==> src/rtl/acr_map.vh <==
// Purpose: Offsets, reset values and field positions of the converter
//   command and register control block.
// Assumes: Included by the acr_ctrl design file only.
// Notes: Rules carried by this block, one per line.
// Function
// - Command bit 6 at 0 requests an action, at 1 a register access.
// - Calibration bits: 01 self, 10 system offset, 11 system gain cal.
// - Power-down bit stops at once, else rate code starts a conversion; code ignores it when calibration bits are nonzero.
// - Four-bit select: 0-3 are 8-bit registers, 4-8 are 24-bit.
// - Power-on values: 0x00, 0x02, 0x0f, 0x1e, and zero for 24-bit.
// - Status bit 7 flags a saturated system gain calibration.
// - Status bits 6:4 hold the rate of the held result or calibration; code also loads them on discarded results.
// - Status bit 3 set when result clipped high, else cleared.
// - Status bit 2 set when result clipped low, else cleared.
// - Status bit 1 high while conversion or calibration is running.
// - Ready bit cleared by a result read only once a new conversion runs.
// - Ready stays set if a conversion starts before the result is read.
// - Setup bit 7 picks 50 Hz rate set at 1, 60 Hz at 0.
// - Setup bit 6 picks unipolar, bit 5 picks the external clock.
// - Setup bits 4 and 3 enable reference and signal buffers.
// - Setup bit 2 picks offset binary for bipolar results.
// - Setup bit 1: one-shot then power down; else continuous, 3 discarded.
// - Continuous mode marks each result with a 0-to-1 step on data out.
// - GPIO direction bits 7:4; inputs read pins, outputs drive value bits.
// - Gain bits 7:5 give a digital gain of 1 to 128.
// - Gain setup bits 4:1 drop each correction coefficient when 1.
// - Access byte: bit 6 one, bit 5 zero, select 4:1, write/read bit 0.
// - Input sampled on rising clock, output shifted on falling, MSB first.
// - A result read shifts 24 bits out MSB first.
`ifndef ACR_MAP_VH
`define ACR_MAP_VH

`define ACR_REG_STATUS 4'h0
`define ACR_REG_SETUP 4'h1
`define ACR_REG_GPIO 4'h2
`define ACR_REG_GAINCORR 4'h3
`define ACR_REG_RESULT 4'h4
`define ACR_REG_SYS_OFS 4'h5
`define ACR_REG_SYS_GAIN 4'h6
`define ACR_REG_SELF_OFS 4'h7
`define ACR_REG_SELF_GAIN 4'h8

`define ACR_RST_STATUS 8'h00
`define ACR_RST_SETUP 8'h02
`define ACR_RST_GPIO 8'h0f
`define ACR_RST_GAINCORR 8'h1e
`define ACR_RST_WORD 24'h000000
`define ACR_SETUP_WMASK 8'hfe
`define ACR_GAINCORR_WMASK 8'hfe

`define ACR_CMD_START 7
`define ACR_CMD_MODE 6
`define ACR_CMD_PD 3
`define ACR_CAL_NONE 2'b00
`define ACR_CAL_SELF 2'b01
`define ACR_CAL_SYS_OFS 2'b10
`define ACR_CAL_SYS_GAIN 2'b11

`define ACR_ST_OVR 7
`define ACR_ST_CLIP_HI 3
`define ACR_ST_CLIP_LO 2
`define ACR_ST_BUSY 1
`define ACR_ST_RDY 0

`define ACR_WIDTH_BYTE 5'd8
`define ACR_WIDTH_WORD 5'd24
`define ACR_SKIP_RESULTS 2'd3

`endif

==> src/rtl/acr_ctrl.v <==
// Purpose: Command decoder, register file and status of a serial
//   delta-sigma converter.
// Assumes: Modulator and filter report on core_clk with one-cycle pulses.
// Notes: Serial pins and GPIO pins are sampled through two flip-flops.
`include "acr_map.vh"
module acr_ctrl (
  // Clock and reset
  input wire core_clk,
  input wire reset,
  // Serial port pins
  input wire cs_n_pin,
  input wire sclk_pin,
  input wire din_pin,
  output reg rdy_dout,
  output reg rdy_dout_oe,
  // GPIO pins
  input wire [3:0] gpio_in,
  output wire [3:0] gpio_out,
  output wire [3:0] gpio_oe,
  // Modulator and filter results
  input wire mod_done,
  input wire [23:0] mod_result,
  input wire [23:0] mod_gain,
  input wire mod_clip_hi,
  input wire mod_clip_lo,
  input wire mod_gain_sat,
  // Modulator control
  output reg conv_start,
  output reg [1:0] cal_mode,
  output reg [2:0] conv_rate,
  output reg powered_down,
  output wire modulator_busy,
  // Converter setup
  output wire mains_50hz_sel,
  output wire unipolar_sel,
  output wire ext_clock_sel,
  output wire ref_buffer_en,
  output wire input_buffer_en,
  output wire offset_binary_sel,
  output wire one_shot_mode,
  // Correction setup
  output wire [2:0] digital_gain,
  output wire skip_system_gain,
  output wire skip_system_offset,
  output wire skip_self_gain,
  output wire skip_self_offset
);
  localparam [2:0] ST_CMD = 3'b001;
  localparam [2:0] ST_WR = 3'b010;
  localparam [2:0] ST_RD = 3'b100;
  // Registers
  reg [7:0] status_flags;
  reg [7:0] converter_setup;
  reg [7:0] gpio_setup;
  reg [7:0] gain_and_correction_setup;
  reg [23:0] conversion_result;
  reg [23:0] system_offset_coeff;
  reg [23:0] system_gain_coeff;
  reg [23:0] self_offset_coeff;
  reg [23:0] self_gain_coeff;

  // Serial engine
  reg [2:0] state;
  reg [4:0] bit_cnt;
  reg [4:0] xfer_width;
  reg [3:0] reg_select;
  reg [23:0] shift_in;
  reg [23:0] shift_out;
  reg action_req;
  reg [7:0] action_byte;
  reg wr_req;
  reg [23:0] wr_data;
  reg result_read_done;
  reg result_read_active;

  // Conversion tracking
  reg result_was_read;
  reg continuous_run;
  reg [1:0] discard_cnt;
  reg update_mark;
  reg [23:0] read_value;

  wire cs_n_sync;
  wire sclk_sync;
  wire din_sync;
  wire sclk_rise;
  wire sclk_fall;
  wire [3:0] gpio_sync;
  wire [7:0] next_cmd;
  wire [7:0] gpio_readback;
  function [4:0] reg_width;
    input [3:0] sel;
    begin
      if (sel >= `ACR_REG_RESULT) begin
        reg_width = `ACR_WIDTH_WORD;
      end else begin
        reg_width = `ACR_WIDTH_BYTE;
      end
    end
  endfunction

  acr_sync #(.WIDTH(3), .INIT(3'b100)) u_pin_sync (
    .core_clk(core_clk),
    .reset(reset),
    .async_in({cs_n_pin, sclk_pin, din_pin}),
    .sync_out({cs_n_sync, sclk_sync, din_sync})
  );

  acr_sync #(.WIDTH(4), .INIT(4'h0)) u_gpio_sync (
    .core_clk(core_clk),
    .reset(reset),
    .async_in(gpio_in),
    .sync_out(gpio_sync)
  );

  acr_sclk_edge u_edge (
    .core_clk(core_clk),
    .reset(reset),
    .sclk_sync(sclk_sync),
    .cs_n_sync(cs_n_sync),
    .sclk_rise(sclk_rise),
    .sclk_fall(sclk_fall)
  );

  assign next_cmd = {shift_in[6:0], din_sync};
  // Inputs show the pin level, outputs their own value bit
  assign gpio_readback = {gpio_setup[7:4],
    (gpio_setup[7:4] & gpio_setup[3:0]) |
    (~gpio_setup[7:4] & gpio_sync)};
  assign gpio_out = gpio_setup[3:0];
  assign gpio_oe = gpio_setup[7:4];

  assign modulator_busy = status_flags[`ACR_ST_BUSY];
  assign mains_50hz_sel = converter_setup[7];
  assign unipolar_sel = converter_setup[6];
  assign ext_clock_sel = converter_setup[5];
  assign ref_buffer_en = converter_setup[4];
  assign input_buffer_en = converter_setup[3];
  assign offset_binary_sel = converter_setup[2];
  assign one_shot_mode = converter_setup[1];
  assign digital_gain = gain_and_correction_setup[7:5];
  assign skip_system_gain = gain_and_correction_setup[4];
  assign skip_system_offset = gain_and_correction_setup[3];
  assign skip_self_gain = gain_and_correction_setup[2];
  assign skip_self_offset = gain_and_correction_setup[1];

  // Byte registers sit in the low bits; left-justify for shifting out
  always @* begin
    read_value = 24'h000000;
    case (next_cmd[4:1])
      `ACR_REG_STATUS: read_value = {status_flags, 16'h0000};
      `ACR_REG_SETUP: read_value = {converter_setup, 16'h0000};
      `ACR_REG_GPIO: read_value = {gpio_readback, 16'h0000};
      `ACR_REG_GAINCORR: read_value = {gain_and_correction_setup, 16'h0000};
      `ACR_REG_RESULT: read_value = conversion_result;
      `ACR_REG_SYS_OFS: read_value = system_offset_coeff;
      `ACR_REG_SYS_GAIN: read_value = system_gain_coeff;
      `ACR_REG_SELF_OFS: read_value = self_offset_coeff;
      `ACR_REG_SELF_GAIN: read_value = self_gain_coeff;
      default: read_value = 24'h000000;
    endcase
  end

  // Serial framing: command byte, then optional data phase
  always @(posedge core_clk or posedge reset) begin
    if (reset) begin
      state <= ST_CMD;
      bit_cnt <= 5'd0;
      xfer_width <= `ACR_WIDTH_BYTE;
      reg_select <= 4'h0;
      shift_in <= 24'h000000;
      shift_out <= 24'h000000;
      action_req <= 1'b0;
      action_byte <= 8'h00;
      wr_req <= 1'b0;
      wr_data <= 24'h000000;
      result_read_done <= 1'b0;
      result_read_active <= 1'b0;
      rdy_dout <= 1'b1;
      rdy_dout_oe <= 1'b0;
    end else begin
      action_req <= 1'b0;
      wr_req <= 1'b0;
      result_read_done <= 1'b0;
      rdy_dout_oe <= ~cs_n_sync;
      if (cs_n_sync) begin
        state <= ST_CMD;
        bit_cnt <= 5'd0;
        result_read_active <= 1'b0;
      end else begin
        case (state)
          ST_CMD: begin
            // Leading zeros are skipped until the start bit arrives
            if (sclk_rise && (bit_cnt != 5'd0 || din_sync)) begin
              shift_in <= {16'h0000, next_cmd};
              bit_cnt <= bit_cnt + 5'd1;
              if (bit_cnt == 5'd7) begin
                bit_cnt <= 5'd0;
                reg_select <= next_cmd[4:1];
                xfer_width <= reg_width(next_cmd[4:1]);
                if (!next_cmd[`ACR_CMD_MODE]) begin
                  action_req <= 1'b1;
                  action_byte <= next_cmd;
                end else if (next_cmd[5]) begin
                  state <= ST_CMD;
                end else if (next_cmd[0]) begin
                  state <= ST_RD;
                  shift_out <= read_value;
                  result_read_active <= (next_cmd[4:1] == `ACR_REG_RESULT);
                end else begin
                  state <= ST_WR;
                end
              end
            end
          end
          ST_WR: begin
            if (sclk_rise) begin
              shift_in <= {shift_in[22:0], din_sync};
              bit_cnt <= bit_cnt + 5'd1;
              if (bit_cnt == xfer_width - 5'd1) begin
                bit_cnt <= 5'd0;
                wr_req <= 1'b1;
                wr_data <= {shift_in[22:0], din_sync};
                state <= ST_CMD;
              end
            end
          end
          ST_RD: begin
            if (sclk_fall) begin
              rdy_dout <= shift_out[23];
              shift_out <= {shift_out[22:0], 1'b0};
            end
            if (sclk_rise) begin
              bit_cnt <= bit_cnt + 5'd1;
              if (bit_cnt == xfer_width - 5'd1) begin
                bit_cnt <= 5'd0;
                result_read_done <= result_read_active;
                result_read_active <= 1'b0;
                state <= ST_CMD;
              end
            end
          end
          default: state <= ST_CMD;
        endcase
      end
      // Between transfers the line reports conversion status
      if (cs_n_sync || (state == ST_CMD && !sclk_fall)) begin
        if (!converter_setup[1]) begin
          // Low blip on each update gives the host a rising edge
          rdy_dout <= ~update_mark;
        end else begin
          rdy_dout <= ~status_flags[`ACR_ST_RDY];
        end
      end
    end
  end

  // Register writes, actions and status
  always @(posedge core_clk or posedge reset) begin
    if (reset) begin
      status_flags <= `ACR_RST_STATUS;
      converter_setup <= `ACR_RST_SETUP;
      gpio_setup <= `ACR_RST_GPIO;
      gain_and_correction_setup <= `ACR_RST_GAINCORR;
      conversion_result <= `ACR_RST_WORD;
      system_offset_coeff <= `ACR_RST_WORD;
      system_gain_coeff <= `ACR_RST_WORD;
      self_offset_coeff <= `ACR_RST_WORD;
      self_gain_coeff <= `ACR_RST_WORD;
      conv_start <= 1'b0;
      cal_mode <= `ACR_CAL_NONE;
      conv_rate <= 3'b000;
      powered_down <= 1'b1;
      result_was_read <= 1'b0;
      continuous_run <= 1'b0;
      discard_cnt <= 2'd0;
      update_mark <= 1'b0;
    end else begin
      conv_start <= 1'b0;
      update_mark <= 1'b0;
      if (wr_req) begin
        case (reg_select)
          `ACR_REG_SETUP:
            converter_setup <= wr_data[7:0] & `ACR_SETUP_WMASK;
          `ACR_REG_GPIO:
            gpio_setup <= wr_data[7:0];
          `ACR_REG_GAINCORR:
            gain_and_correction_setup <=
              wr_data[7:0] & `ACR_GAINCORR_WMASK;
          `ACR_REG_SYS_OFS: system_offset_coeff <= wr_data;
          `ACR_REG_SYS_GAIN: system_gain_coeff <= wr_data;
          `ACR_REG_SELF_OFS: self_offset_coeff <= wr_data;
          `ACR_REG_SELF_GAIN: begin
            // A running conversion or calibration locks this coefficient
            if (!status_flags[`ACR_ST_BUSY]) begin
              self_gain_coeff <= wr_data;
            end
          end
          // Status, result and unknown selects keep their value
          default: conversion_result <= conversion_result;
        endcase
      end
      // Read with a later conversion running clears ready at once
      if (result_read_done) begin
        if (status_flags[`ACR_ST_BUSY]) begin
          status_flags[`ACR_ST_RDY] <= 1'b0;
        end else begin
          result_was_read <= 1'b1;
        end
      end
      if (action_req) begin
        if (action_byte[`ACR_CMD_PD] &&
            action_byte[5:4] == `ACR_CAL_NONE) begin
          powered_down <= 1'b1;
          continuous_run <= 1'b0;
          status_flags[`ACR_ST_BUSY] <= 1'b0;
        end else begin
          conv_start <= 1'b1;
          powered_down <= 1'b0;
          cal_mode <= action_byte[5:4];
          // Calibrations run with a rate field of zero
          conv_rate <= (action_byte[5:4] == `ACR_CAL_NONE) ?
            action_byte[2:0] : 3'b000;
          continuous_run <= ~converter_setup[1] &&
            (action_byte[5:4] == `ACR_CAL_NONE);
          discard_cnt <= converter_setup[1] ? 2'd0 :
            `ACR_SKIP_RESULTS;
          status_flags[`ACR_ST_BUSY] <= 1'b1;
          // Only a result already read is cleared; unread keeps ready
          if (result_was_read || result_read_done) begin
            status_flags[`ACR_ST_RDY] <= 1'b0;
            result_was_read <= 1'b0;
          end
        end
      end else if (mod_done && status_flags[`ACR_ST_BUSY]) begin
        if (!continuous_run) begin
          status_flags[`ACR_ST_BUSY] <= 1'b0;
          powered_down <= 1'b1;
        end
        status_flags[6:4] <= conv_rate;
        case (cal_mode)
          `ACR_CAL_SELF: begin
            self_offset_coeff <= mod_result;
            self_gain_coeff <= mod_gain;
          end
          `ACR_CAL_SYS_OFS: begin
            system_offset_coeff <= mod_result;
          end
          `ACR_CAL_SYS_GAIN: begin
            system_gain_coeff <= mod_gain;
            status_flags[`ACR_ST_OVR] <= mod_gain_sat;
          end
          default: begin
            if (discard_cnt != 2'd0) begin
              // Filter still settling; result is not published
              discard_cnt <= discard_cnt - 2'd1;
            end else begin
              conversion_result <= mod_result;
              status_flags[`ACR_ST_CLIP_HI] <= mod_clip_hi;
              status_flags[`ACR_ST_CLIP_LO] <= mod_clip_lo;
              // Set wins over a read clearing in the same cycle
              status_flags[`ACR_ST_RDY] <= 1'b1;
              result_was_read <= 1'b0;
              update_mark <= 1'b1;
            end
          end
        endcase
      end
    end
  end
endmodule

==> src/rtl/acr_sync.v <==
// Purpose: Two-stage synchroniser for pins from outside core_clk.
// Assumes: Each bit is an independent level.
// Notes: Only the second stage may be read.
module acr_sync #(
  parameter WIDTH = 1,
  parameter [WIDTH-1:0] INIT = {WIDTH{1'b0}}
) (
  // Clock and reset
  input wire core_clk,
  input wire reset,
  // Levels
  input wire [WIDTH-1:0] async_in,
  output reg [WIDTH-1:0] sync_out
);
  reg [WIDTH-1:0] meta;

  always @(posedge core_clk or posedge reset) begin
    if (reset) begin
      meta <= INIT;
      sync_out <= INIT;
    end else begin
      meta <= async_in;
      sync_out <= meta;
    end
  end
endmodule

==> src/rtl/acr_sclk_edge.v <==
// Purpose: Finds serial clock edges inside a selected frame.
// Assumes: Inputs are already synchronised to core_clk.
// Notes: Edges are masked while chip select is high.
module acr_sclk_edge (
  // Clock and reset
  input wire core_clk,
  input wire reset,
  // Synchronised pins
  input wire sclk_sync,
  input wire cs_n_sync,
  // Edge pulses
  output reg sclk_rise,
  output reg sclk_fall
);
  reg sclk_prev;

  always @(posedge core_clk or posedge reset) begin
    if (reset) begin
      sclk_prev <= 1'b0;
      sclk_rise <= 1'b0;
      sclk_fall <= 1'b0;
    end else begin
      sclk_prev <= sclk_sync;
      // Deselected device ignores the clock entirely
      sclk_rise <= ~cs_n_sync & sclk_sync & ~sclk_prev;
      sclk_fall <= ~cs_n_sync & ~sclk_sync & sclk_prev;
    end
  end
endmodule

==> config.mk <==
export PLATFORM = sky130hd
export DESIGN_NAME = acr_ctrl
export DESIGN_NICKNAME = d
export VERILOG_FILES = /design/src/rtl/acr_ctrl.v /design/src/rtl/acr_sync.v /design/src/rtl/acr_sclk_edge.v
export VERILOG_INCLUDE_DIRS = /design/src /design/src/rtl
export SDC_FILE = /design/constraint.sdc
export NUM_CORES = 1
export LEC_CHECK = 0
export ABC_CLOCK_PERIOD_IN_PS = 10800
export BUFFER_PORTS_ARGS = -buffer_cell sky130_fd_sc_hd__buf_2
export CAP_MARGIN = 20
export CORE_MARGIN = 2
export CORE_UTILIZATION = 47
export DETAILED_ROUTE_END_ITERATION = 10
export HOLD_SLACK_MARGIN = 0.12
export PLACE_DENSITY = 0.72
export RECOVER_POWER = 25
export SETUP_SLACK_MARGIN = 0.1
export SLEW_MARGIN = 20
export SYNTH_ARGS = -nofsm -noshare
export SYNTH_HDL_FRONTEND = slang
export SYNTH_HIERARCHICAL = 1
export SYNTH_SLANG_ARGS = --single-unit
export TNS_END_PERCENT = 5
==> constraint.sdc <==
create_clock -name core_clk -period 10.8 [get_ports core_clk]
set_clock_uncertainty 0.05 [all_clocks]
set_input_delay 0.54 -clock core_clk [delete_from_list [all_inputs] [get_ports core_clk]]
set_output_delay 0.54 -clock core_clk [all_outputs]
set_load 0.02 [all_outputs]
# Yosys cells after proc, flatten, opt, wreduce, memory -nomap -nowiden

Index checks and enable logic that the tools add are counted.

Bits in registers: 279
RAM bits: 0
Logic and storage cells: 259
Memories: 0
Memory bits (read-only): 0
Latch bits: 0
Input bits: 61

Shift operators: 0
Order comparisons: 1
Div/mod/pow operators: 0
Eq/ne operators: 43
Reduce and logical (&&, ||, !) cells: 41
Bitwise logic cells: 19
Add/subtract/negate cells: 3
$mul: 0
Multiplexer cells: 110

Operators by type and width:

| operator           | count |
|---|---|
| $mux 24            | 27 |
| $pmux 24 s9        | 1 |
| $mux 1             | 52 |
| $pmux 24 s2        | 1 |
| $mux 23            | 2 |
| $pmux 23 s2        | 1 |
| $mux 5             | 6 |
| $eq 4x3->1 const B | 7 |
| $mux 3             | 9 |
| $reduce_and 4->1   | 5 |
| $eq 4x2->1 const B | 4 |
| $mux 2             | 8 |
| $reduce_and 8->1   | 2 |
| $ne 3x2->1 const B | 5 |
| $ne 2x2->1 const B | 7 |
| $reduce_bool 2->1  | 7 |
| $ne 3x1->1 const B | 4 |
| $reduce_and 2->1   | 6 |
| $not 1->1          | 11 |
| $pmux 5 s2         | 1 |
| $reduce_and 5->1   | 2 |
| $reduce_and 3->1   | 3 |
| $and 4x4->4        | 2 |
| $eq 4x1->1 const B | 2 |
| 27 further kinds   | 42 |

# Logic depth before layout (Yosys ltp)

Gate-level depths: netlist of the first run.

Depth in word-level cells: 10
Mapped depth: 8
Mapped depth without buffers: 7

# Cells and area by module

The synthesis of the first run kept the hierarchy.

By module, submodules not included:

| module                  | times used | cells each | area an instance (um2) |
|---|---|---|---|
| acr_ctrl                | 1          | 1117       | 12225.5 |
| acr_sync at u_gpio_sync | 1          | 9          | 203.9 |
| acr_sync at u_pin_sync  | 1          | 7          | 156.4 |
| acr_sclk_edge           | 1          | 6          | 93.8 |

# Worst setup path before layout of the first run

Ideal clock, no wire load.

Path type: reg-to-reg
Start point: reg bit_cnt[0]
End point: reg wr_data[10]
Buffers on the path: 2
Arrival time: 1.940 ns
Setup slack: 8.685 ns
Data required time: 10.625 ns
Period minus slack after synthesis: 2.115 ns
Cell stages (with the launch flop): 8
Cells stage by stage: dfrtp_1 ha_1 nand2_1 nor3_1 and3_1 buf_2 buf_4 mux2_2

Word-level cells in the longest chain between the ends: 2

RTL lines:

| item                              | RTL line       | text |
|---|---|---|
| from (decl)                       | acr_ctrl.v:64  | `reg [4:0] bit_cnt;` |
| from (signal assigned)            | acr_ctrl.v:196 | `bit_cnt <= bit_cnt + 5'd1;` |
| from (signal assigned)            | acr_ctrl.v:219 | `bit_cnt <= bit_cnt + 5'd1;` |
| from (signal assigned)            | acr_ctrl.v:234 | `bit_cnt <= bit_cnt + 5'd1;` |
| $eq 5x5->1                        | acr_ctrl.v:220 | `if (bit_cnt == xfer_width - 5'd1) begin` |
| $reduce_and 4->1 (no source line) | n/a            |  |
| to (signal assigned)              | acr_ctrl.v:223 | `wr_data <= {shift_in[22:0], din_sync};` |
| to (decl)                         | acr_ctrl.v:72  | `reg [23:0] wr_data;` |

Every way passes these cells.
A chain may end at the register's enable or synchronous reset.

==> summary.txt, run 1 <==
=============================================================================
Critical Path Max Stage Delay ..................................      2.33 ns
Detailed-router iteration count before antenna repair ..........            5
Post-synthesis sequential area ratio ...........................        54.4%
Category of the worst setup path capture point ................. asynchronous set/reset pin
Port Buffers ...................................................           92
Critical path class ............................................     in2async
Share of the cycle needed by the critical path after routing ...        42.6%
Drt initial violations .........................................          821
Share of synthesized registers carrying an async set or reset ..         100%
Worst hold stages ..............................................            2
Growth of design area from synthesis to finish .................        15.0%
Initial antenna violation count ................................            0
Clock tree root buffer cell ....................................    clkbuf_16
Final hold viol count ..........................................            0
Total die area ................................................. 0.0283 sq mm
CTS Buf Count ..................................................           29
Gate Count Post-Synth ..........................................         1139
Count of max-cap constraint violations .........................            1
Maximum number of pins on one net before global-route repair ...           97
Share of power burned in registers .............................        45.5%
Run status ..................................................... complete, but fails checks
Post-DRT Antenna Nets ..........................................            0
Global Route Usage Sum .........................................        22.7%
Max rail drop VDD ..............................................       137 uV
Tightest Pin Transition ........................................      4.12 ns
Highest clock frequency the design can meet ....................      218 MHz
H-tree lvl count ...............................................            1
Depth of the worst register-to-register path ...................            5
Area share of the leading cell type in the synthesized netlist .        51.5%
HP Class .......................................................       in2reg
Boundary Pins ..................................................           93
Max_slew headroom ..............................................        -176%
Count of yosys warnings during synthesis .......................            6
Synthesized Nets ...............................................         1203
Startpoint type of the worst setup path ........................   input port
Leading post-synthesis cells by cell area ...................... dfrtp_1, mux2i_1, mux2_2
Post-synth EDFFs ...............................................            0
Relative contribution of combinational cells to total power ....        10.2%
Top_reg_cell synth .............................................      dfrtp_1
Clk sinks ......................................................          275
Effective utilization at floorplan .............................        47.4%
CTS tree .......................................................        built
Final number of setup-violating endpoints ......................            0
Share of total power in the clock network ......................        44.3%
Switching power of the nets ....................................       558 uW
Leakage power total ............................................      6.68 nW
Vias in the first global route .................................         9031
Post-route minimum period ......................................      4.60 ns
Number of buffers inserted to repair setup after CTS ...........            0
Critical path fanouts, max .....................................           94
Buffer depth of the longest clock path .........................            3
Antenna diode count ............................................            0
Critical path's most frequent cell .............................        buf_6
Layout cells sized above 1 .....................................        23.6%
Internal power contribution ....................................      1.74 mW
Switching part of the total power ..............................        24.3%
Leading area contributor after synthesis .......................      dfrtp_1
Number of register bits inferred by synthesis ..................          275
Master of the slowest instance on the critical path ............   clkinvlp_2
Chain of cells forming the critical path ....................... dlygate4sd3_1, clkbuf_1, clkinvlp_2, buf_6, buf_6
Total via count after detailed routing .........................         9184
Unrepaired setup endpoints after global routing ................           no
Width of the die ...............................................  168 microns
CP Data Required Time ..........................................     11.27 ns
Post-synth design cell area .................................... 0.0127 sq mm
Mean routed wirelength per cell ................................ 20.5 microns
Violated checks ................................................ capacitance limit, slew limit
Data arrival, critical path ....................................      5.07 ns
CTS clock-pin slew for the worst setup and hold paths ..........      0.06 ns
Final net count ................................................         1282
Per-instance average area after synthesis ......................   11.1 sq um
Total wire length after detailed routing .......................      32.4 mm
Rows ...........................................................           60
Final Wtd Congestion ...........................................        0.859
Final Max Tran Viols ...........................................           95
Height of the chip .............................................  168 microns
Distinct cells, synth ..........................................           57
Global-route wire length before repair .........................      50.9 mm
Power density of the placed cells ..............................  157 mW/mm^2
Worst-skew pair later-pin latency ..............................      0.55 ns
Detailed Place HPWL ............................................      20.6 mm
Sum of overflow across all layers after global routing .........            0
Setup TNS Final ................................................         0 ns
Number of remaining DRC errors .................................            0
Post-DR vias/cell ..............................................         5.81
Worst hold-check slack .........................................     0.174 ns
Core Area ...................................................... 0.0267 sq mm
=============================================================================
-- final cells by class --
class | count | area [sq um]
fill | 2264 | 12100
sequential | 275 | 6900
multi-input combinational | 774 | 5460
clock buffer | 38 | 790
timing repair buffer | 120 | 758
tap | 341 | 427
clock inverter | 14 | 179
inverter | 18 | 68.8
-- power by group through the flow --
stage                     clock [mW]  sequential, mW  combinational [mW]
after global placement             0            1.06               0.227
after floorplan                    0            1.06               0.155
after global routing            1.07            1.05               0.254
after detailed placement           0            1.06               0.229
final                           1.02            1.05               0.234
after CTS                       1.03            1.05               0.232
-- synth_stat cells (7+ instances only) --
cell / n
dfrtp_1: 261
mux2i_1: 130
nand2_1: 116
nor2_1: 111
mux2_2: 94
a21oi_1: 92
o21ai_0: 46
clkbuf_1: 35
nand3_1: 29
buf_2: 24
a22oi_1: 23
inv_1: 18
dfstp_2: 14
nor2b_1: 12
a31oi_1: 11
mux4_2: 10
a22o_1: 9
buf_1: 9
o221ai_1: 8
nand3b_1: 7
-- path summary, 6_finish.rpt --
kind / startpoint / end / slack [ns]
setup / recovery: reset / shift_in[0] / 6.20
max in group core_clk: bit_cnt[0] / wr_data[14] / 8.11
hold reg to reg: u_gpio_sync/meta[1] / u_gpio_sync/sync_out[1] / 0.30
setup reg to reg: bit_cnt[0] / wr_data[14] / 8.11
hold / removal: mod_clip_hi / status_flags[3] / 0.17
min in group asynchronous: reset / u_edge/sclk_prev / 0.46
-- layout by cell type, fill, tap and decap left out, drive strengths merged, types with 3 or more instances in the layout --
cell type,netlist,routed
dlygate4sd3,0,8
buf,37,109
o221ai,8,8
nand2,117,117
a22oi,23,23
nand2b,4,4
mux2i,130,130
o21ai,47,47
nor2b,12,12
dfrtp,261,261
nor4,3,3
clkinvlp,0,3
nor2,112,112
a21oi,94,94
dfstp,14,14
clkbuf,35,41
mux4,10,10
o22ai,6,6
mux2,95,95
a31oi,11,11
ha,3,3
a221o,3,3
nor3,6,6
and3,3,3
nor3b,7,7
a22o,9,9
clkinv,0,8
and2,3,3
bufinv,0,4
o31ai,6,6
xor2,3,3
nand3,29,29
inv,18,17
nand3b,7,7
-- state kept, by name (all words and copies together), names as in the netlist, 4 cells and up --
| register | count |
|---|---|
| conversion_result | 24 |
| self_gain_coeff | 24 |
| self_offset_coeff | 24 |
| shift_out | 24 |
| system_gain_coeff | 24 |
| system_offset_coeff | 24 |
| wr_data | 24 |
| shift_in | 23 |
| gpio_setup | 8 |
| status_flags | 8 |
| converter_setup | 7 |
| gain_and_correction_setup | 7 |
| action_byte | 6 |
| bit_cnt | 5 |
| reg_select | 4 |
| u_gpio_sync/meta | 4 |
| u_gpio_sync/sync_out | 4 |
-- cell families after synthesis --
logic type	count (synthesis)	synth area share, %
adders and majority gates	3	0.296
xor gates and xnor gates	3	0.207
buffers and inverters	90	3.02
DFF	275	54.4
muxes	235	20.5
AOI/OAI and AO/OA	217	10.3
and+or+nand+nor	316	11.3
-- what timing repair did --
| action | in CTS | in global routing |
|---|---|---|
| resized for setup | 0 | 0 |
| hold buffers | 8 | 0 |
| endpoints found under the hold margin | 68 | 0 |
-- worst max-delay path: cells and delay by family --
family	cells	cell delay [ns]
buffers and inverters	5	4.48
-- metrics by stage --
stage                     std cells  worst slack [ns]  utilization (%)  area [sq um]  total power, mW
after CTS                      1578              7.37             54.3         14500             2.31
after floorplan                1139              3.13                -         12700             1.22
after global placement         1516              7.37             50.2         13400             1.29
final                          1580              6.20             54.6         14600             2.30
after global routing           1580              5.41             54.6         14600             2.37
after detailed placement       1518              7.36             50.4         13500             1.29
-- routing by layer --
layer	routed length [microns]	global-route usage, %
met2	15700	37.0
met1	13800	31.3
met4	983	7.91
met3	1840	3.48
met5	0	0
(Power assumes the default switching activity.)
==> run 2, diff against run 1 <==
- ABC_CLOCK_PERIOD_IN_PS: 10800 -> 4560
- clock period: 10.8 -> 4.56 ns (I/O delays scaled with it)
==> run 2 against run 1 <==
The flow still finishes with violations (capacitance limit, slew limit); cell count up 3.2%; via count increased by 2.4%; core utilization grew 1.5 points; combinational power is 130% higher; non-clock buffer count is 53 higher; total power is 130% higher; routed wire length is 1.8% higher; critical path depth rose by 2; clock power grew 120%; first-iteration DRC count shrank 6.6%; global-route usage is 0.84 points higher; largest cell class unchanged; highest routed layer unchanged.
==> summary.txt, run 2 (synthesis results as in run 1) <==
==============================================================================
Critical path fanouts, max ......................................           48   -49%
Port Buffers ....................................................           92   unchanged
Master of the slowest instance on the critical path .............      nor3b_4
PostCTS Resize Cnt ..............................................            0   unchanged
Clk sinks .......................................................          275   unchanged
Most common cell after layout, fill and taps aside ..............      dfrtp_1
Top layer in use ................................................         met4
Startpoint type of the worst setup path .........................     register
Final net count .................................................         1335   +4.1%
Detailed Place HPWL .............................................      21.0 mm   +2.0%
Critical Path Max Stage Delay ...................................      0.74 ns   -1.59 ns
Max rail drop VDD ...............................................       287 uV   +110%
Global-route wire length before repair ..........................      52.9 mm   +3.8%
Fill cell total of the finished layout ..........................         2221   -1.9%
Worst-skew pair later-pin latency ...............................      0.54 ns   about the same
Count of max-cap constraint violations ..........................            1   unchanged
Reg2reg start ...................................................     state[2]
Boundary Pins ...................................................           93   unchanged
Critical path class .............................................      reg2reg
Leakage power total .............................................      6.83 nW   +2.2%
M1 WL ...........................................................      14.0 mm   +0.90%
Util after Layout ...............................................        56.1%   +1.5 points
Height of the chip ..............................................  168 microns   unchanged
Post-DR vias/cell ...............................................         5.76   -0.83%
Final Wtd Congestion ............................................        0.828   -3.6%
Layout cells sized above 1 ......................................        22.2%   -1.3 points
Delay-heaviest family, CP ....................................... simple AND/OR/NAND/NOR gates
Core Area ....................................................... 0.0267 sq mm   unchanged
CTS Buf Count ...................................................           29   unchanged
Worst hold-check slack ..........................................     0.234 ns   +0.0600 ns
Tightest Pin Transition .........................................      2.20 ns   -1.92 ns
CTS clock-pin slew for the worst setup and hold paths ...........      0.06 ns   about the same
Sum of overflow across all layers after global routing ..........            0   unchanged
Final Max Tran Viols ............................................          163   +72%
Setup TNS Final .................................................         0 ns   unchanged
Maximum number of pins on one net before global-route repair ....          163   +68%
Growth of design area from synthesis to finish ..................        18.2%
H-tree lvl count ................................................            1   unchanged
Post-route minimum period .......................................      2.69 ns
Clock tree root buffer cell .....................................    clkbuf_16
Run status ...................................................... complete, but fails checks
Sequential cell area ............................................ 0.00690 sq mm   unchanged
Rows ............................................................           60   unchanged
Met3 wire length ................................................      1.63 mm   -11%
Chain of cells forming the critical path ........................ nor3b_4, buf_4, nand2_1, a2bb2o_1, buf_4, nor2_1, a21oi_1
CTS tree ........................................................        built
Vias in the first global route ..................................         9555   +5.8%
Violated checks ................................................. capacitance limit, slew limit
Final number of setup-violating endpoints .......................            0   unchanged
Data arrival, critical path .....................................      3.10 ns   -1.97 ns
Global Route Usage Sum ..........................................        23.6%   +0.84 points
Width of the die ................................................  168 microns   unchanged
Highest clock frequency the design can meet .....................      372 MHz
Multi-input gate area in the final layout ....................... 0.00545 sq mm   -0.11%
Critical path's most frequent cell ..............................        buf_4
Category of the worst setup path capture point ..................     register
Effective utilization at floorplan ..............................        47.4%   unchanged
Detailed-router iteration count before antenna repair ...........            7   +2
HP Class ........................................................     in2async
Buffering stage count on the worst path with inverters included .            2   -3
Most used cells in the layout excluding fill and tap cells ...... dfrtp_1, mux2i_1, nand2_1, nor2_1, mux2_2
Antenna diode count .............................................            0   unchanged
Buffer depth of the longest clock path ..........................            3   unchanged
Share of the cycle needed by the critical path after routing ....        59.0%
Number of remaining DRC errors ..................................            0   unchanged
Total wire length after detailed routing ........................      33.0 mm   +1.8%
Max_slew headroom ...............................................       -46.7%   +130 points
Initial antenna violation count .................................            0   unchanged
Total die area .................................................. 0.0283 sq mm   unchanged
Total via count after detailed routing ..........................         9402   +2.4%
Amount of wire on met2 after detailed routing ...................      16.5 mm   +4.8%
Launching instance or port of the critical path .................     state[2]
Post-DRT Antenna Nets ...........................................            0   unchanged
Drt initial violations ..........................................          767   -6.6%
Final hold viol count ...........................................            0   unchanged
Unrepaired setup endpoints after global routing .................           no
Mean routed wirelength per cell ................................. 20.2 microns   -1.4%
CP Data Required Time ...........................................      4.97 ns   -6.30 ns
Power density of the placed cells ...............................  356 mW/mm^2   +130%
==============================================================================
[run 2: through the flow]
step,power (mW),worst slack [ns],cells,cell area (sq um)
6_report,5.33,1.87,1631,15000
5_1_grt,5.52,1.49,1631,15000
4_1_cts,5.36,1.57,1631,15000
3_5_place_dp,3.07,1.58,1520,13500
3_3_place_gp,3.06,1.72,1519,13500
2_1_floorplan,2.89,0.892,1139,12700
[run 2: what timing repair did]
item	CTS	global route
hold buffers	61	0
buffers inserted	0	0
endpoints found under the hold margin	348	0
[run 2: worst register-to-register path: stages, from the launching register on]
cell      delay (ns)
dfrtp_1         0.44
nor3b_4         0.74
buf_4           0.34
nand2_1         0.12
a2bb2o_1        0.27
buf_4           0.40
nor2_1          0.13
a21oi_1         0.14
[run 2: area by class of cell]
class / count / share of cell area, %
clock buffers: 45 / 5.71
well taps: 341 / 2.85
flip-flops and latches: 275 / 46.0
inverters: 18 / 0.459
repair buffers: 173 / 8.21
multi-input cells: 774 / 36.4
clock inverters: 5 / 0.351
[run 2: path summary, 6_finish.rpt]
path / to / slack [ns] / cells after the start
max in group asynchronous: shift_out[11] / 1.93 / 4
worst max-delay path: shift_out[13] / 1.87 / 7
worst max register to register: shift_out[13] / 1.87 / 7
worst min-delay path: u_pin_sync/sync_out[1] / 0.23 / 3
worst min register to register: u_pin_sync/sync_out[0] / 0.30 / 0
min in group core_clk: u_gpio_sync/meta[1] / 0.28 / 2
[run 2: power breakdown]
part           leakage, nW  internal, mW  switching (mW)
clock                0.444          1.33           0.932
sequential            3.23          2.46          0.0549
combinational         3.15         0.240           0.309
total                 6.83          4.04            1.30
[run 2: per-layer routing]
metal / up-vias / GRT usage, %
li1: 4318 / -
met1: 4753 / 31.5
met2: 270 / 40.0
met3: 61 / 3.17
met4: 0 / 7.65
met5: - / 0
==> run 3, diff against run 2 <==
- ABC_CLOCK_PERIOD_IN_PS: 4560 -> 2600
- clock period: 4.56 -> 2.6 ns (I/O delays scaled with it)
==> run 3 against run 2 <==
The run now ends clean; via count increased by 1.5%; sequential power increased by 73%; hold slack got worse by 0.082 ns; non-clock buffer count increased by 22; clock-buffer cell count decreased by 2; routed wire length increased by 0.93%; sequential cell count unchanged; total power increased by 84%; critical path depth decreased by 2; sequential share of layout area decreased by 1.2 points; global-route usage about the same.
==> summary.txt, run 3 (synthesis results as in run 1) <==
===========================================================================
Run status ...................................................    completed
Initial antenna violation count ..............................            0   unchanged
Data arrival, critical path ..................................      2.71 ns   -0.39 ns
Core Area .................................................... 0.0267 sq mm   unchanged
Fill cell total of the finished layout .......................         2168   -2.4%
Buffer depth of the longest clock path .......................            3   unchanged
Critical path fanouts, max ...................................            7   -85%
Setup TNS Final ..............................................         0 ns   unchanged
Post-DRT Antenna Nets ........................................            0   unchanged
Layout cells sized above 1 ...................................        23.9%   +1.6 points
Highest clock frequency the design can meet ..................      431 MHz   +16%
Growth of design area from synthesis to finish ...............        21.2%
Clk sinks ....................................................          275   unchanged
Critical Path Max Stage Delay ................................      0.59 ns   -0.15 ns
Power density of the placed cells ............................  639 mW/mm^2   +80%
Count of max-cap constraint violations .......................            0   -1
Most common cell after layout, fill and taps aside ...........      dfrtp_1
Post-route minimum period ....................................      2.32 ns   -0.369 ns
Detailed-router iteration count before antenna repair ........            5   -2
Tightest Pin Transition ......................................      1.33 ns   -0.875 ns
Final Wtd Congestion .........................................        0.926   +12%
Final Cell Area .............................................. 0.0154 sq mm   +2.6%
Post-DR vias/cell ............................................         5.76   about the same
Area of placed instances ..................................... 0.0137 sq mm   +2.0%
Unrepaired setup endpoints after global routing ..............           no
Width of the die .............................................  168 microns   unchanged
Final hold viol count ........................................            0   unchanged
Mean routed wirelength per cell .............................. 20.1 microns   -0.65%
Worst-skew pair later-pin latency ............................      0.57 ns   +0.03 ns
Number of remaining DRC errors ...............................            0   unchanged
CTS clock-pin slew for the worst setup and hold paths ........      0.06 ns   about the same
Rows .........................................................           60   unchanged
Leakage power total ..........................................      7.06 nW   +3.4%
Total wire length after detailed routing .....................      33.3 mm   +0.93%
Total die area ............................................... 0.0283 sq mm   unchanged
Critical path class ..........................................      reg2reg
H-tree lvl count .............................................            1   unchanged
Category of the worst setup path capture point ...............     register
Clock tree root buffer cell ..................................    clkbuf_16
Max_slew headroom ............................................        11.1%   +58 points
Effective utilization at floorplan ...........................        47.4%   unchanged
Number of buffers inserted to repair setup after CTS .........            0   unchanged
Worst path setup slack after routing .........................     0.279 ns   -1.59 ns
Global-route wire length before repair .......................      52.6 mm   -0.46%
Post-route total power .......................................      9.83 mW   +84%
Startpoint type of the worst setup path ......................     register
Final number of setup-violating endpoints ....................            0   unchanged
Detailed Place HPWL ..........................................      21.3 mm   +1.7%
Boundary Pins ................................................           93   unchanged
Most used cells in the layout excluding fill and tap cells ... dfrtp_1, mux2i_1, nand2_1, nor2_1, mux2_2
Height of the chip ...........................................  168 microns   unchanged
CTS tree .....................................................        built
Final net count ..............................................         1357   +1.6%
Maximum number of pins on one net before global-route repair .           96   -41%
Setup slack at placement .....................................     0.199 ns   -1.38 ns
Total via count after detailed routing .......................         9547   +1.5%
Chain of cells forming the critical path ..................... or3b_4, nor4_4, nand2_2, nor2_4, mux2_2
Port Buffers .................................................           92   unchanged
Vias in the first global route ...............................         9547   -0.084%
Final Max Tran Viols .........................................            0   -100%
CP Data Required Time ........................................      2.99 ns   -1.98 ns
Antenna diode count ..........................................            0   unchanged
Drt initial violations .......................................          686   -11%
Sum of overflow across all layers after global routing .......            0   unchanged
HP Class .....................................................       in2reg
CTS Buf Count ................................................           29   unchanged
Global Route Usage Sum .......................................        23.6%   about the same
Share of the cycle needed by the critical path after routing .        89.3%   +30 points
Max rail drop VDD ............................................       532 uV   +85%
Master of the slowest instance on the critical path ..........      dfstp_2
===========================================================================
==> run 3: cell count changes in the layout (fill, tap and decap cells not counted), moves of 2 or more <==
cell / before / now
clkbuf_1: 12 / 10
buf_4: 18 / 30
bufinv_16: 1 / 4
buf_12: 1 / 10
inv_6: 0 / 2
buf_2: 88 / 91
==> run 3: final cells by class <==
cell class,count,area [sq um],share of cell area (%)
multi-input cells,774,5450,35.5
flip-flops and latches,275,6900,44.9
inverters,18,68.8,0.448
repair buffers,195,1500,9.78
well taps,341,427,2.78
clock buffers,43,838,5.45
clock inverters,11,184,1.20
==> run 3: metal layers <==
layer | GRT usage, % | part of all wire (%) | up-vias
met5 | 0 | 0 | -
met1 | 31.6 | 43 | 4798
met4 | 10.7 | 4.8 | 0
met2 | 38.4 | 47 | 308
li1 | - | - | 4354
met3 | 3.24 | 5.5 | 87
==> run 3: what timing repair did <==
item	CTS	global route
hold buffers	61	0
setup endpoints to repair	0	8
endpoints found under the hold margin	205	0
gates resized for setup	0	1
==> run 3: worst max-delay path: cells and delay by family (launching register included) <==
kind	cells	cell delay, ns
simple gates	4	1.22
flops	1	0.59
mux	1	0.35
==> run 3: stage by stage <==
stage,cells,hold WS [ns],utilization [%]
final,1657,0.152,57.5
after global routing,1657,0.152,57.5
after CTS,1657,0.138,57.5
after detailed placement,1542,0.0328,51.4
after global placement,1542,0.0312,51.4
after floorplan,1139,-0.166,-
==> run 3: final timing paths <==
| check | depth (start not counted) | slack (ns) | start | end |
|---|---|---|---|---|
| hold / removal | 2 | 0.15 | gpio_in[1] | u_gpio_sync/meta[1] |
| min in group asynchronous | 3 | 0.46 | reset | self_offset_coeff[23] |
| max in group asynchronous | 4 | 0.91 | reset | reg_select[3] |
| hold reg to reg | 0 | 0.30 | u_gpio_sync/meta[2] | u_gpio_sync/sync_out[2] |
| setup / recovery | 5 | 0.28 | state[0] | action_byte[5] |
| setup reg to reg | 5 | 0.28 | state[0] | action_byte[5] |
==> run 3: report_power, final <==
| part | internal, mW | switching (mW) | leakage, nW |
|---|---|---|---|
| Combinational | 0.464 | 0.579 | 3.32 |
| Sequential | 4.32 | 0.0451 | 3.23 |
| Clock | 2.65 | 1.77 | 0.503 |
| Total | 7.43 | 2.40 | 7.06 |
